**config.mk**
```make
export PLATFORM = sky130hd
export DESIGN_NAME = speaker_output_diagnostic_sequencer
export DESIGN_NICKNAME = d
export VERILOG_FILES = /design/src/spk_diag_pkg.sv /design/src/speaker_output_diagnostic_sequencer.sv
export VERILOG_INCLUDE_DIRS = /design/src
export SDC_FILE = /design/constraint.sdc
export NUM_CORES = 1
export LEC_CHECK = 0
export ABC_CLOCK_PERIOD_IN_PS = 3660
export BUFFER_PORTS_ARGS = -buffer_cell sky130_fd_sc_hd__buf_2
export CORE_MARGIN = 2
export CORE_UTILIZATION = 40
export DETAILED_ROUTE_END_ITERATION = 8
export MAX_ROUTING_LAYER = met4
export PLACE_DENSITY_LB_ADDON = 0.15
export RECOVER_POWER = 50
export SLEW_MARGIN = 30
export SYNTH_ARGS = -nofsm -noshare
export SYNTH_HDL_FRONTEND = slang
export SYNTH_SLANG_ARGS = --single-unit
export TNS_END_PERCENT = 100
```
**constraint.sdc**
```tcl
create_clock -name clock -period 3.66 [get_ports clock]
set_input_delay 0 -clock clock [delete_from_list [all_inputs] [get_ports clock]]
set_output_delay 0 -clock clock [all_outputs]
set_load 0.005 [all_outputs]
```
**src/spk_diag_map.svh**
```systemverilog
// timing counts, channel layout and reset values for the speaker diagnostic sequencer
// Function
// on stand-by exit with diagnostics on, run turn-on test for all four faults
// hold turn-on result until a host read re-arms a new test pulse
// combined stand-by exit and enable: pulse with outputs hi-z, then bias
// keep reporting turn-on result until a short shows up on an output
// latch output status at end of the 100 ms test pulse top
// line-driver thresholds only with 12 dB gain and line-driver setting
// in play detect ground, supply and load shorts plus output offset
// diagnostics off: shut faulty channel, recheck each 1 ms, restart when clear
// diagnostics on: overload tripping protection starts the diagnostic procedure
// check output 1 ms after trip; if clear, skip diagnostic and reactivate
// overload still present at the check: run a 100 ms diagnostic cycle
// at cycle end put channel in restart mode and store fault data
// next diagnostic cycle starts only after a host read
// host polls status at its own interval, over half a second advised
// flag output DC offset beyond about 2 V of either polarity
// offset window opens at previous read or offset enable, ends at read
// report offset only if it held through the whole window
// overload tripping protection during the window suppresses the offset result
// with several faults report at least one, the rest on later cycles
// a short with the speaker unconnected is reported as a double fault
// a read returns the previous cycle's data; two reads show a change
// diagnostic enable bit high enables diagnostics, low disables them
// cycle-terminated flag is high only after a diagnostic cycle ends
// 1 ms check tick and 100 ms cycle come from one shared time base
// stand-by or disable aborts cycles, channels to restart, results kept
`ifndef SPK_DIAG_MAP_SVH
`define SPK_DIAG_MAP_SVH
`define CLOCK_KHZ 250000
`define CHECK_TIME_MS 1
`define CHECK_CYCLES (`CHECK_TIME_MS * `CLOCK_KHZ)
`define DIAG_TIME_MS 100
`define DIAG_TICKS (`DIAG_TIME_MS / `CHECK_TIME_MS)
`define FRONT_MASK 4'h5
`define ARMED_RESET 1'b1
`define HIZ_RESET 1'b1
`endif

```
**src/spk_diag_pkg.sv**
```systemverilog
// types shared by the speaker diagnostic sequencer
package spk_diag_pkg;
    // per-channel handling while the amplifier plays
    typedef enum logic [3:0] {
        CH_ACTIVE = 4'h1,
        CH_CHECK = 4'h2,
        CH_DIAG = 4'h4,
        CH_RESTART = 4'h8
    } ch_state_t;
    // power-up sequence of the whole amplifier
    typedef enum logic [2:0] {
        SEQ_STANDBY = 3'h1,
        SEQ_PULSE = 3'h2,
        SEQ_PLAY = 3'h4
    } seq_state_t;
    // analog comparator outputs of one channel
    typedef struct packed {
        logic overload;
        logic short_gnd;
        logic short_vs;
        logic short_load;
        logic open_load;
        logic offset_high;
    } sense_t;
    // instruction bits as held by the bus slave; gain bit 1 front, bit 0 rear
    typedef struct packed {
        logic standby_off;
        logic diag_enable_bit;
        logic offset_enable_bit;
        logic line_driver_diag;
        logic [1:0] voltage_gain_setting;
    } ctrl_t;
    // stored result of one channel
    typedef struct packed {
        logic permanent;
        logic double_fault;
        logic short_load;
        logic open_load;
        logic offset;
        logic short_vs;
        logic short_gnd;
    } result_t;
    // amplifier control and status levels
    typedef struct packed {
        logic pulse;
        logic hiz;
        logic biased;
        logic cycle_done;
        logic offset_active;
        logic [3:0] channel_on;
        logic [3:0] line_mode;
    } status_t;
    // whole state of the sequencer
    typedef struct packed {
        seq_state_t seq;
        ch_state_t [3:0] ch;
        logic [3:0][6:0] ticks;
        logic [6:0] seq_ticks;
        logic [31:0] prescale;
        logic tick;
        sense_t [3:0] sync1;
        sense_t [3:0] sync2;
        result_t [3:0] live;
        result_t [3:0] report;
        logic armed;
        logic off_en_q;
        logic win_open;
        logic [3:0] win_ok;
        logic [3:0] win_sup;
        status_t out;
    } state_t;
endpackage : spk_diag_pkg

```
**src/speaker_output_diagnostic_sequencer.sv**
```systemverilog
// turn-on, permanent and offset diagnostic sequencing for four bridge channels
`timescale 1ns/1ps
`include "spk_diag_map.svh"
module speaker_output_diagnostic_sequencer #(
    parameter int unsigned CHECK_CYCLES = `CHECK_CYCLES
) (
    // clock, reset and clock enable
    input wire logic clock,
    input wire logic rst,
    input wire logic ce,
    // instruction bits and read strobe from the bus slave
    input wire spk_diag_pkg::ctrl_t ctrl,
    input wire logic host_read,
    // analog comparators, asynchronous
    input wire spk_diag_pkg::sense_t [3:0] sense,
    // amplifier control and results
    output spk_diag_pkg::status_t status,
    output spk_diag_pkg::result_t [3:0] report
);
    localparam logic [6:0] DIAG_LAST = 7'(`DIAG_TICKS - 1);
    localparam logic [31:0] TICK_LAST = 32'(CHECK_CYCLES - 1);
    localparam logic [3:0] FRONT = `FRONT_MASK;

    spk_diag_pkg::state_t st;
    spk_diag_pkg::state_t next_st;

    // any output short seen by a channel
    function automatic logic any_short(input spk_diag_pkg::sense_t s);
        any_short = s.short_gnd | s.short_vs | s.short_load;
    endfunction : any_short

    // result word from sampled comparators
    function automatic spk_diag_pkg::result_t capture(input spk_diag_pkg::sense_t s,
                                                       input logic perm,
                                                       input logic keep_off);
        capture = '0;
        capture.permanent = perm;
        capture.short_gnd = s.short_gnd;
        capture.short_vs = s.short_vs;
        capture.short_load = s.short_load;
        capture.open_load = perm ? 1'b0 : s.open_load;
        capture.double_fault = perm ? 1'b0 : s.open_load & (s.short_gnd | s.short_vs);
        capture.offset = keep_off;
    endfunction : capture

    // next-state logic
    always_comb begin
        next_st = st;
        // comparators cross in through two flops
        next_st.sync1 = sense;
        next_st.sync2 = st.sync1;
        // one shared 1 ms tick feeds every timer
        next_st.tick = 1'b0;
        if (st.prescale == TICK_LAST) begin
            next_st.prescale = '0;
            next_st.tick = 1'b1;
        end else begin
            next_st.prescale = st.prescale + 32'h00000001;
        end
        // threshold set follows gain and line-driver setting
        for (int c = 0; c < 4; c++) begin
            next_st.out.line_mode[c] = ctrl.line_driver_diag &
                (FRONT[c] ? ctrl.voltage_gain_setting[1] : ctrl.voltage_gain_setting[0]);
        end
        next_st.out.offset_active = ctrl.offset_enable_bit & (st.seq == spk_diag_pkg::SEQ_PLAY);

        // power-up sequence
        case (st.seq)
            spk_diag_pkg::SEQ_STANDBY: begin
                next_st.out.hiz = 1'b1;
                next_st.out.biased = 1'b0;
                next_st.out.pulse = 1'b0;
                next_st.out.channel_on = '0;
                if (ctrl.standby_off) begin
                    if (ctrl.diag_enable_bit && st.armed) begin
                        // test pulse runs before bias, outputs floating
                        next_st.seq = spk_diag_pkg::SEQ_PULSE;
                        next_st.seq_ticks = '0;
                        next_st.out.pulse = 1'b1;
                        next_st.out.cycle_done = 1'b0;
                    end else begin
                        next_st.seq = spk_diag_pkg::SEQ_PLAY;
                        next_st.out.hiz = 1'b0;
                        next_st.out.biased = 1'b1;
                        next_st.out.channel_on = 4'hf;
                        next_st.ch = {4{spk_diag_pkg::CH_ACTIVE}};
                    end
                end
            end
            spk_diag_pkg::SEQ_PULSE: begin
                if (!ctrl.standby_off || !ctrl.diag_enable_bit) begin
                    // aborted pulse leaves stored results alone
                    next_st.seq = spk_diag_pkg::SEQ_STANDBY;
                    next_st.out.pulse = 1'b0;
                end else if (st.tick) begin
                    next_st.seq_ticks = st.seq_ticks + 7'h01;
                    if (st.seq_ticks == DIAG_LAST) begin
                        // latch at end of pulse top, then bias the stage
                        for (int c = 0; c < 4; c++) begin
                            next_st.live[c] = capture(st.sync2[c], 1'b0, st.live[c].offset);
                        end
                        next_st.armed = 1'b0;
                        next_st.out.cycle_done = 1'b1;
                        next_st.out.pulse = 1'b0;
                        next_st.out.hiz = 1'b0;
                        next_st.out.biased = 1'b1;
                        next_st.out.channel_on = 4'hf;
                        next_st.ch = {4{spk_diag_pkg::CH_ACTIVE}};
                        next_st.seq = spk_diag_pkg::SEQ_PLAY;
                    end
                end
            end
            spk_diag_pkg::SEQ_PLAY: begin
                if (!ctrl.standby_off) begin
                    next_st.seq = spk_diag_pkg::SEQ_STANDBY;
                    next_st.ch = {4{spk_diag_pkg::CH_RESTART}};
                    next_st.out.channel_on = '0;
                    next_st.out.biased = 1'b0;
                    next_st.out.hiz = 1'b1;
                end else begin
                    // every channel handled on its own
                    for (int c = 0; c < 4; c++) begin
                        case (st.ch[c])
                            spk_diag_pkg::CH_ACTIVE: begin
                                if (st.sync2[c].overload) begin
                                    next_st.out.channel_on[c] = 1'b0;
                                    next_st.ticks[c] = '0;
                                    if (ctrl.diag_enable_bit && st.armed) begin
                                        next_st.ch[c] = spk_diag_pkg::CH_CHECK;
                                    end else begin
                                        next_st.ch[c] = spk_diag_pkg::CH_RESTART;
                                    end
                                end
                            end
                            spk_diag_pkg::CH_RESTART: begin
                                // sampled on the tick grid only
                                if (st.tick && !st.sync2[c].overload) begin
                                    next_st.ch[c] = spk_diag_pkg::CH_ACTIVE;
                                    next_st.out.channel_on[c] = 1'b1;
                                end
                            end
                            spk_diag_pkg::CH_CHECK: begin
                                if (!ctrl.diag_enable_bit) begin
                                    next_st.ch[c] = spk_diag_pkg::CH_RESTART;
                                end else if (st.tick) begin
                                    if (!st.sync2[c].overload) begin
                                        // recirculation spike only, no cycle
                                        next_st.ch[c] = spk_diag_pkg::CH_ACTIVE;
                                        next_st.out.channel_on[c] = 1'b1;
                                    end else begin
                                        next_st.ch[c] = spk_diag_pkg::CH_DIAG;
                                        next_st.ticks[c] = '0;
                                        next_st.out.cycle_done = 1'b0;
                                    end
                                end
                            end
                            spk_diag_pkg::CH_DIAG: begin
                                if (!ctrl.diag_enable_bit) begin
                                    next_st.ch[c] = spk_diag_pkg::CH_RESTART;
                                end else if (st.tick) begin
                                    next_st.ticks[c] = st.ticks[c] + 7'h01;
                                    if (st.ticks[c] == DIAG_LAST) begin
                                        // turn-on data stays unless a short is found
                                        if (any_short(st.sync2[c])) begin
                                            next_st.live[c] = capture(st.sync2[c], 1'b1,
                                                                      st.live[c].offset);
                                        end
                                        next_st.ch[c] = spk_diag_pkg::CH_RESTART;
                                        next_st.armed = 1'b0;
                                    end
                                end
                            end
                            default: begin
                                next_st.ch[c] = spk_diag_pkg::CH_RESTART;
                            end
                        endcase
                    end
                    // completion flag set last so it beats the clear of a new start
                    for (int c = 0; c < 4; c++) begin
                        if (st.ch[c] == spk_diag_pkg::CH_DIAG && ctrl.diag_enable_bit &&
                            st.tick && st.ticks[c] == DIAG_LAST) begin
                            next_st.out.cycle_done = 1'b1;
                        end
                    end
                end
            end
            default: begin
                next_st.seq = spk_diag_pkg::SEQ_STANDBY;
            end
        endcase

        // offset window accumulates persistence and suppression
        next_st.off_en_q = ctrl.offset_enable_bit;
        for (int c = 0; c < 4; c++) begin
            if (!st.sync2[c].offset_high) begin
                next_st.win_ok[c] = 1'b0;
            end
            if (st.sync2[c].overload) begin
                next_st.win_sup[c] = 1'b1;
            end
        end

        // a read shows what was stored before it, then re-arms
        if (host_read) begin
            next_st.report = st.live;
            if (st.win_open && ctrl.offset_enable_bit) begin
                for (int c = 0; c < 4; c++) begin
                    next_st.live[c].offset = st.win_ok[c] & st.sync2[c].offset_high &
                                             ~st.win_sup[c];
                end
            end
            next_st.armed = 1'b1;
        end
        // window restarts at each read or at offset enable
        if (host_read || (ctrl.offset_enable_bit && !st.off_en_q)) begin
            next_st.win_ok = 4'hf;
            next_st.win_sup = '0;
            next_st.win_open = ctrl.offset_enable_bit;
        end
        if (!ctrl.offset_enable_bit) begin
            next_st.win_open = 1'b0;
        end
    end

    // state register, frozen while ce is low
    always_ff @(posedge clock) begin
        if (rst) begin
            st <= '0;
            st.seq <= spk_diag_pkg::SEQ_STANDBY;
            st.ch <= {4{spk_diag_pkg::CH_RESTART}};
            st.armed <= `ARMED_RESET;
            st.out.hiz <= `HIZ_RESET;
        end else if (ce) begin
            st <= next_st;
        end
    end

    assign status = st.out;
    assign report = st.report;
endmodule : speaker_output_diagnostic_sequencer

```
==> results.py, run 1 <==
metrics = {
    "die": {
        "io_pins": 75,
        "initial_core_util": 0.407,
        "num_rows": 57,
        "die_h_um": 161,
        "core_um2": 24200,
        "die_w_um": 161,
        "die-area_um2": 25900,
    },
    "clocking": {
        "numCtsBuffers": 24,
        "cts_tree": "yes",
        "clock-sinks": 213,
        "clock_latency_ps": 510,
        "clk_pin_slew_ps": 60,
        "root_buffer": "clkbuf_16",
        "cts_setup_buffers": 0,
        "cts_buffer_depth": 3,
        "htreeDepth": 1,
    },
    "placement": {
        "portBuffers": 74,
        "placed_cells_incl_taps": 1463,
        "dp_hpwl_mm": 16.4,
        "place.gp.congestion": 0.866,
    },
    "yosys": {
        "synthMuxAreaShare": 0.0771,
        "ys_types": 77,
        "ys_seq_area_frac": 0.432,
        "synthAdderAreaFrac": 0.00761,
        "yosysTopAreaCell": "dfxtp_1",
        "synth_area_leaders": "dfxtp_1 (43%), mux2i_1 (7.7%), nor2_1 (7.0%)",
        "synth_edf_count": 0,
        "synth_compound_area_frac": 0.124,
        "synth_top_family_by_area": "simple AND/OR/NAND/NOR gates",
        "synth_area_um2": 9870,
        "netlist.area_leader.share": 0.432,
        "synthCells": 1155,
        "yosys_warnings": 0,
        "synth-main-ff-cell": "dfxtp_1",
        "synth-seq-cells": 213,
        "synth_nets": 1195,
        "avgSynthCellArea_um2": 8.54,
        "synth_xor_xnor_area_share": 0.0524,
        "async_flop_share": 0,
        "synth-simple-area-share": 0.244,
    },
    "pwr": {
        "irDropWorstVdd_v": 0.000387,
        "p_per_area_nw_per_um2": 478,
        "leakage_uw": 0.00428,
    },
    "drt": {
        "via_count": 8112,
        "first_pass_iters": 5,
        "wl_per_cell_um": 15.7,
        "first_iter_violations": 608,
        "ant_nets": 0,
        "drc": 0,
        "drt-total-wl_mm": 24.3,
        "vias_per_cell": 5.25,
    },
    "setup_path": {
        "critical_path_class": "in2reg",
        "crit_required_ps": 4090,
        "arrival_ps": 3110,
        "start_kind": "input pin",
        "crit_fanout": 59,
        "crit_chain": "dlygate4sd3_1 -> clkbuf_1 -> buf_4 -> and2_0 -> clkbuf_2 -> nand2_1 -> a21oi_1",
        "crit_path_end_kind": "flip-flop",
        "cp_slowest_stage_delay_ps": 860,
        "cp_slowest_cell": "buf_4",
    },
    "grt": {
        "grt_pass1_vias": 7767,
        "antenna_found_initial": 0,
        "overflow": 0,
        "grt_first_pass_wirelength_mm": 40.2,
        "grt_max_degree": 65,
        "grt_use_total": 0.192,
    },
    "final_layout": {
        "drive_above_1_share": 0.106,
        "area_delta_synth_final_pct": 16.6,
        "final_cell_mix": "dfxtp_1 (213), nor2_1 (183), nand2_1 (126)",
        "nFillCells": 2408,
        "fin_cells": 1545,
        "layout_commonest_cell": "dfxtp_1",
        "n_antenna_cell": 0,
        "final_util": 0.475,
        "nNetsFinal": 1247,
    },
    "timing": {
        "hold_viol_final": 0,
        "skew_ps": 15.5,
        "hold_ws_ps": 87.6,
        "tightestPinTransition_ps": 1080,
        "slew_headroom": 0.283,
        "fin_crit_ps": 2680,
        "max_freq_ghz": 0.373,
        "maxSlewViolCount": 0,
        "setup_violations": 0,
        "fin_tns_setup_ps": 0,
        "period_share": 0.732,
        "rsz0062_at_grt": "false",
    },
    "worst_hold_path": {
        "min_path_type": "in2reg",
    },
    "outcome": {
        "status": "complete, no violations",
    },
    "flow_run": {
        "maxCapViolations": 0,
    },
}
-- sequential cells by signal, summed over array words and instances (netlist names) --
register,flops
next_st,24
report,28
st,150
status,11
-- critical path, delay by kind of cell --
kind / cells / cell delay [ps]
simple gates: 2 / 400
buf+inv: 4 / 2540
compound gates: 1 / 140
-- layout make-up --
| type | instances | area [um^2] | area share |
|---|---|---|---|
| tap | 324 | 405 | 0.0352 |
| inverter | 16 | 60.1 | 0.00522 |
| sequential | 213 | 4260 | 0.371 |
| timing repair buffer | 130 | 878 | 0.0763 |
| clock inverter | 10 | 205 | 0.0178 |
| clock buffer | 30 | 694 | 0.0604 |
| multi-input combinational | 822 | 5000 | 0.434 |
-- metal layers --
layer	vias up	share of wire	global-route usage
met5	-	0	-
met4	0	0.021	0.0483
met3	43	0.043	0.0290
met2	162	0.46	0.307
met1	3816	0.48	0.256
li1	4091	-	-
-- power by group --
part / switching (uW) / internal, uW / total, uW
combinational: 208 / 158 / 366
clock: 946 / 1750 / 2700
sequential: 65.3 / 2370 / 2440
-- cells in the mapped netlist (8+ instances only) --
cell / n
nand3_1: 23
buf_4: 42
nor3_1: 20
nor2_1: 183
dfxtp_1: 213
and2_1: 8
xnor2_1: 19
xor2_1: 40
mux2i_1: 76
inv_1: 15
and3_1: 11
nand2_1: 126
nand2b_1: 20
nor4_1: 17
a21oi_1: 78
clkbuf_1: 51
o21ai_0: 28
nand4_1: 23
nor2b_1: 11
-- stage by stage --
step / power (uW) / setup slack [ps] / instance area [um^2]
3_5_place_dp: 2820 / 962 / 10200
6_report: 5500 / 980 / 11500
2_1_floorplan: 2720 / 1450 / 9870
5_1_grt: 5710 / 627 / 11500
3_3_place_gp: 2820 / 1000 / 10200
4_1_cts: 5570 / 939 / 11500
-- cells by family (layout without fill, tap and decap cells) --
group | after synthesis | count (layout)
mux | 76 | 76
flops | 213 | 213
fa+ha+maj | 6 | 6
simple gates | 499 | 499
xor+xnor | 59 | 59
buf+inv | 120 | 186
compound gates | 182 | 182
-- worst paths after layout --
check | startpoint | to | slack [ps] | depth (start not counted)
worst max-delay path | ce | report[15]$_SDFFE_PP0P_ | 980 | 7
worst min-delay path | ctrl[5] | st[196]$_SDFFE_PP0P_ | 90 | 4
worst max register to register | st[213]$_SDFFE_PP0P_ | st[62]$_SDFFE_PP0P_ | 1000 | 6
worst min register to register | report[1]$_SDFFE_PP0P_ | report[1]$_SDFFE_PP0P_ | 450 | 2
-- timing repair --
action                                  in CTS  in global routing
endpoints found under the hold margin       53                  0
hold buffers                                42                  0
resized for setup                            0                  0
endpoints found under the setup margin       0                  0
(Power assumes the default switching activity.)
==> inputs of run 2 (changes only) <==
ABC_CLOCK_PERIOD_IN_PS = 2400   (was 3660)
clock period = 2.4 ns   (was 3.66 ns; I/O delays follow)
==> results.py, run 2 (same netlist as run 1, synthesis figures left out) <==
metrics = {
    "placement": {
        "place.gp.congestion": 0.851,
        "placed_area_um2": 10700,
        "dp_hpwl_mm": 17.2,
        "portBuffers": 74,
    },
    "setup_path": {
        "crit_required_ps": 2800,
        "r2r_setup_slack_ps": 110,
        "rr_worst_depth": 7,
        "timing.rr.start": "st[164]$_SDFFE_PP0P_",
        "start_kind": "flip-flop",
        "crit_start": "st[164]$_SDFFE_PP0P_",
        "crit_path_end_kind": "flip-flop",
        "r2r-end": "st[207]$_SDFFE_PP1P_",
        "arrival_ps": 2680,
        "crit_fanout": 5,
        "critical_path_class": "reg2reg",
    },
    "timing": {
        "period_share": 0.953,
        "hold_ws_ps": 67.0,
        "slew_headroom": 0.332,
        "tightestPinTransition_ps": 1000,
        "hold_viol_final": 0,
        "fin_crit_ps": 2290,
        "setup_violations": 0,
        "fin_tns_setup_ps": 0,
        "rsz0062_at_grt": "false",
        "max_freq_ghz": 0.437,
        "maxSlewViolCount": 0,
        "skew_ps": 8.27,
    },
    "clocking": {
        "htreeDepth": 1,
        "numCtsBuffers": 24,
        "root_buffer": "clkbuf_16",
        "cts_tree": "yes",
        "clk_pin_slew_ps": 60,
        "clock_latency_ps": 510,
        "cts_buffer_depth": 3,
        "clock-sinks": 213,
    },
    "flow_run": {
        "maxCapViolations": 0,
    },
    "die": {
        "io_pins": 75,
        "num_rows": 57,
        "initial_core_util": 0.407,
        "die_w_um": 161,
        "core_um2": 24200,
        "die_h_um": 161,
        "die-area_um2": 25900,
    },
    "pwr": {
        "irDropWorstVdd_v": 0.000581,
        "p_clk_frac": 0.481,
        "p_int_uw": 6490,
        "comb_power_share": 0.077,
        "switching_share": 0.223,
        "leakage_uw": 0.00454,
        "switching_power_uw": 1870,
        "p_seq_frac": 0.442,
        "p_per_area_nw_per_um2": 701,
    },
    "final_layout": {
        "layout_commonest_cell": "dfxtp_1",
        "final_cell_mix": "dfxtp_1 (213), nor2_1 (183), nand2_1 (126)",
        "nFillCells": 2349,
        "stdcell_area_um2": 11900,
        "top_register": "st",
        "n_antenna_cell": 0,
        "largest_reg_flops": 150,
        "area_delta_synth_final_pct": 20.9,
        "drive_above_1_share": 0.152,
        "nNetsFinal": 1300,
    },
    "grt": {
        "grt_pass1_vias": 7894,
        "overflow": 0,
        "grt_max_degree": 145,
        "grt_first_pass_wirelength_mm": 40.4,
        "antenna_found_initial": 0,
        "grt_use_total": 0.193,
    },
    "drt": {
        "vias_per_cell": 5.12,
        "drc": 0,
        "drt-total-wl_mm": 24.5,
        "first_pass_iters": 5,
        "via_count": 8190,
        "first_iter_violations": 544,
        "wl_per_cell_um": 15.3,
        "ant_nets": 0,
    },
    "worst_hold_path": {
        "worstHoldEndpoint": "st[23]$_SDFFE_PP1P_",
        "hp-start": "ctrl[5]",
        "hold_depth": 5,
        "min_path_type": "in2reg",
    },
    "outcome": {
        "status": "complete, no violations",
    },
}
[run 2: cell count changes in the layout (fill, tap and decap cells not counted), sizes merged]
cell / before / now
dlygate4sd3: 42 / 32
buf: 73 / 134
bufinv: 6 / 5
clkbuf: 45 / 50
[run 2: routing by layer]
metal / GRT usage / vias to the layer above / routed length, um
met2: 0.311 / 116 / 11100
met3: 0.0270 / 40 / 738
met5: - / - / 0
met1: 0.258 / 3824 / 12100
met4: 0.0467 / 0 / 528
li1: - / 4210 / -
[run 2: critical path, stage by stage (launching register included)]
cell,delay (ps)
dfxtp_1,330
or4b_4,550
o31a_1,300
a211oi_4,240
buf_4,160
o21a_2,190
a21boi_1,80
a311o_1,320
[run 2: final cells by class]
| class | count | area (um^2) | area share |
|---|---|---|---|
| clock buffer | 33 | 706 | 0.0592 |
| clock inverter | 9 | 175 | 0.0147 |
| inverter | 16 | 60.1 | 0.00504 |
| multi-input combinational | 822 | 5010 | 0.420 |
| sequential | 213 | 4260 | 0.357 |
| tap | 324 | 405 | 0.0340 |
| timing repair buffer | 183 | 1310 | 0.110 |
[run 2: stage by stage]
step | worst slack [ps] | total power, uW | std cells | utilization
detailed placement | 91.6 | 4370 | 1523 | 0.440
global placement | 131 | 4370 | 1523 | 0.440
finish | 114 | 8360 | 1600 | 0.492
floorplan | 190 | 4150 | 1155 | -
CTS | 77.2 | 8480 | 1597 | 0.490
global route | 2.83 | 8700 | 1600 | 0.492
[run 2: what timing repair did]
action                                  in CTS  in global routing
resized for setup                            0                  4
hold buffers                                32                  0
buffers inserted                             0                  3
endpoints found under the setup margin       0                 20
endpoints found under the hold margin       43                  0
[run 2: worst max path at each step]
stage | to | slack, ps | depth (start not counted)
2_1_floorplan | st[207]$_SDFFE_PP1P_ | 190 | 6
3_3_place_gp | st[207]$_SDFFE_PP1P_ | 130 | 7
3_5_place_dp | st[207]$_SDFFE_PP1P_ | 90 | 7
4_1_cts | st[207]$_SDFFE_PP1P_ | 80 | 8
5_1_grt | status[7]$_SDFFE_PP0P_ | 3 | 9
6_report | st[207]$_SDFFE_PP1P_ | 110 | 7
[run 2: power groups by stage]
| stage | clock network [uW] | registers [uW] | logic (uW) |
|---|---|---|---|
| global route | 4280 | 3700 | 707 |
| CTS | 4140 | 3690 | 642 |
| detailed placement | 0 | 3770 | 600 |
| finish | 4020 | 3700 | 640 |
| floorplan | 0 | 3730 | 423 |
| global placement | 0 | 3770 | 599 |
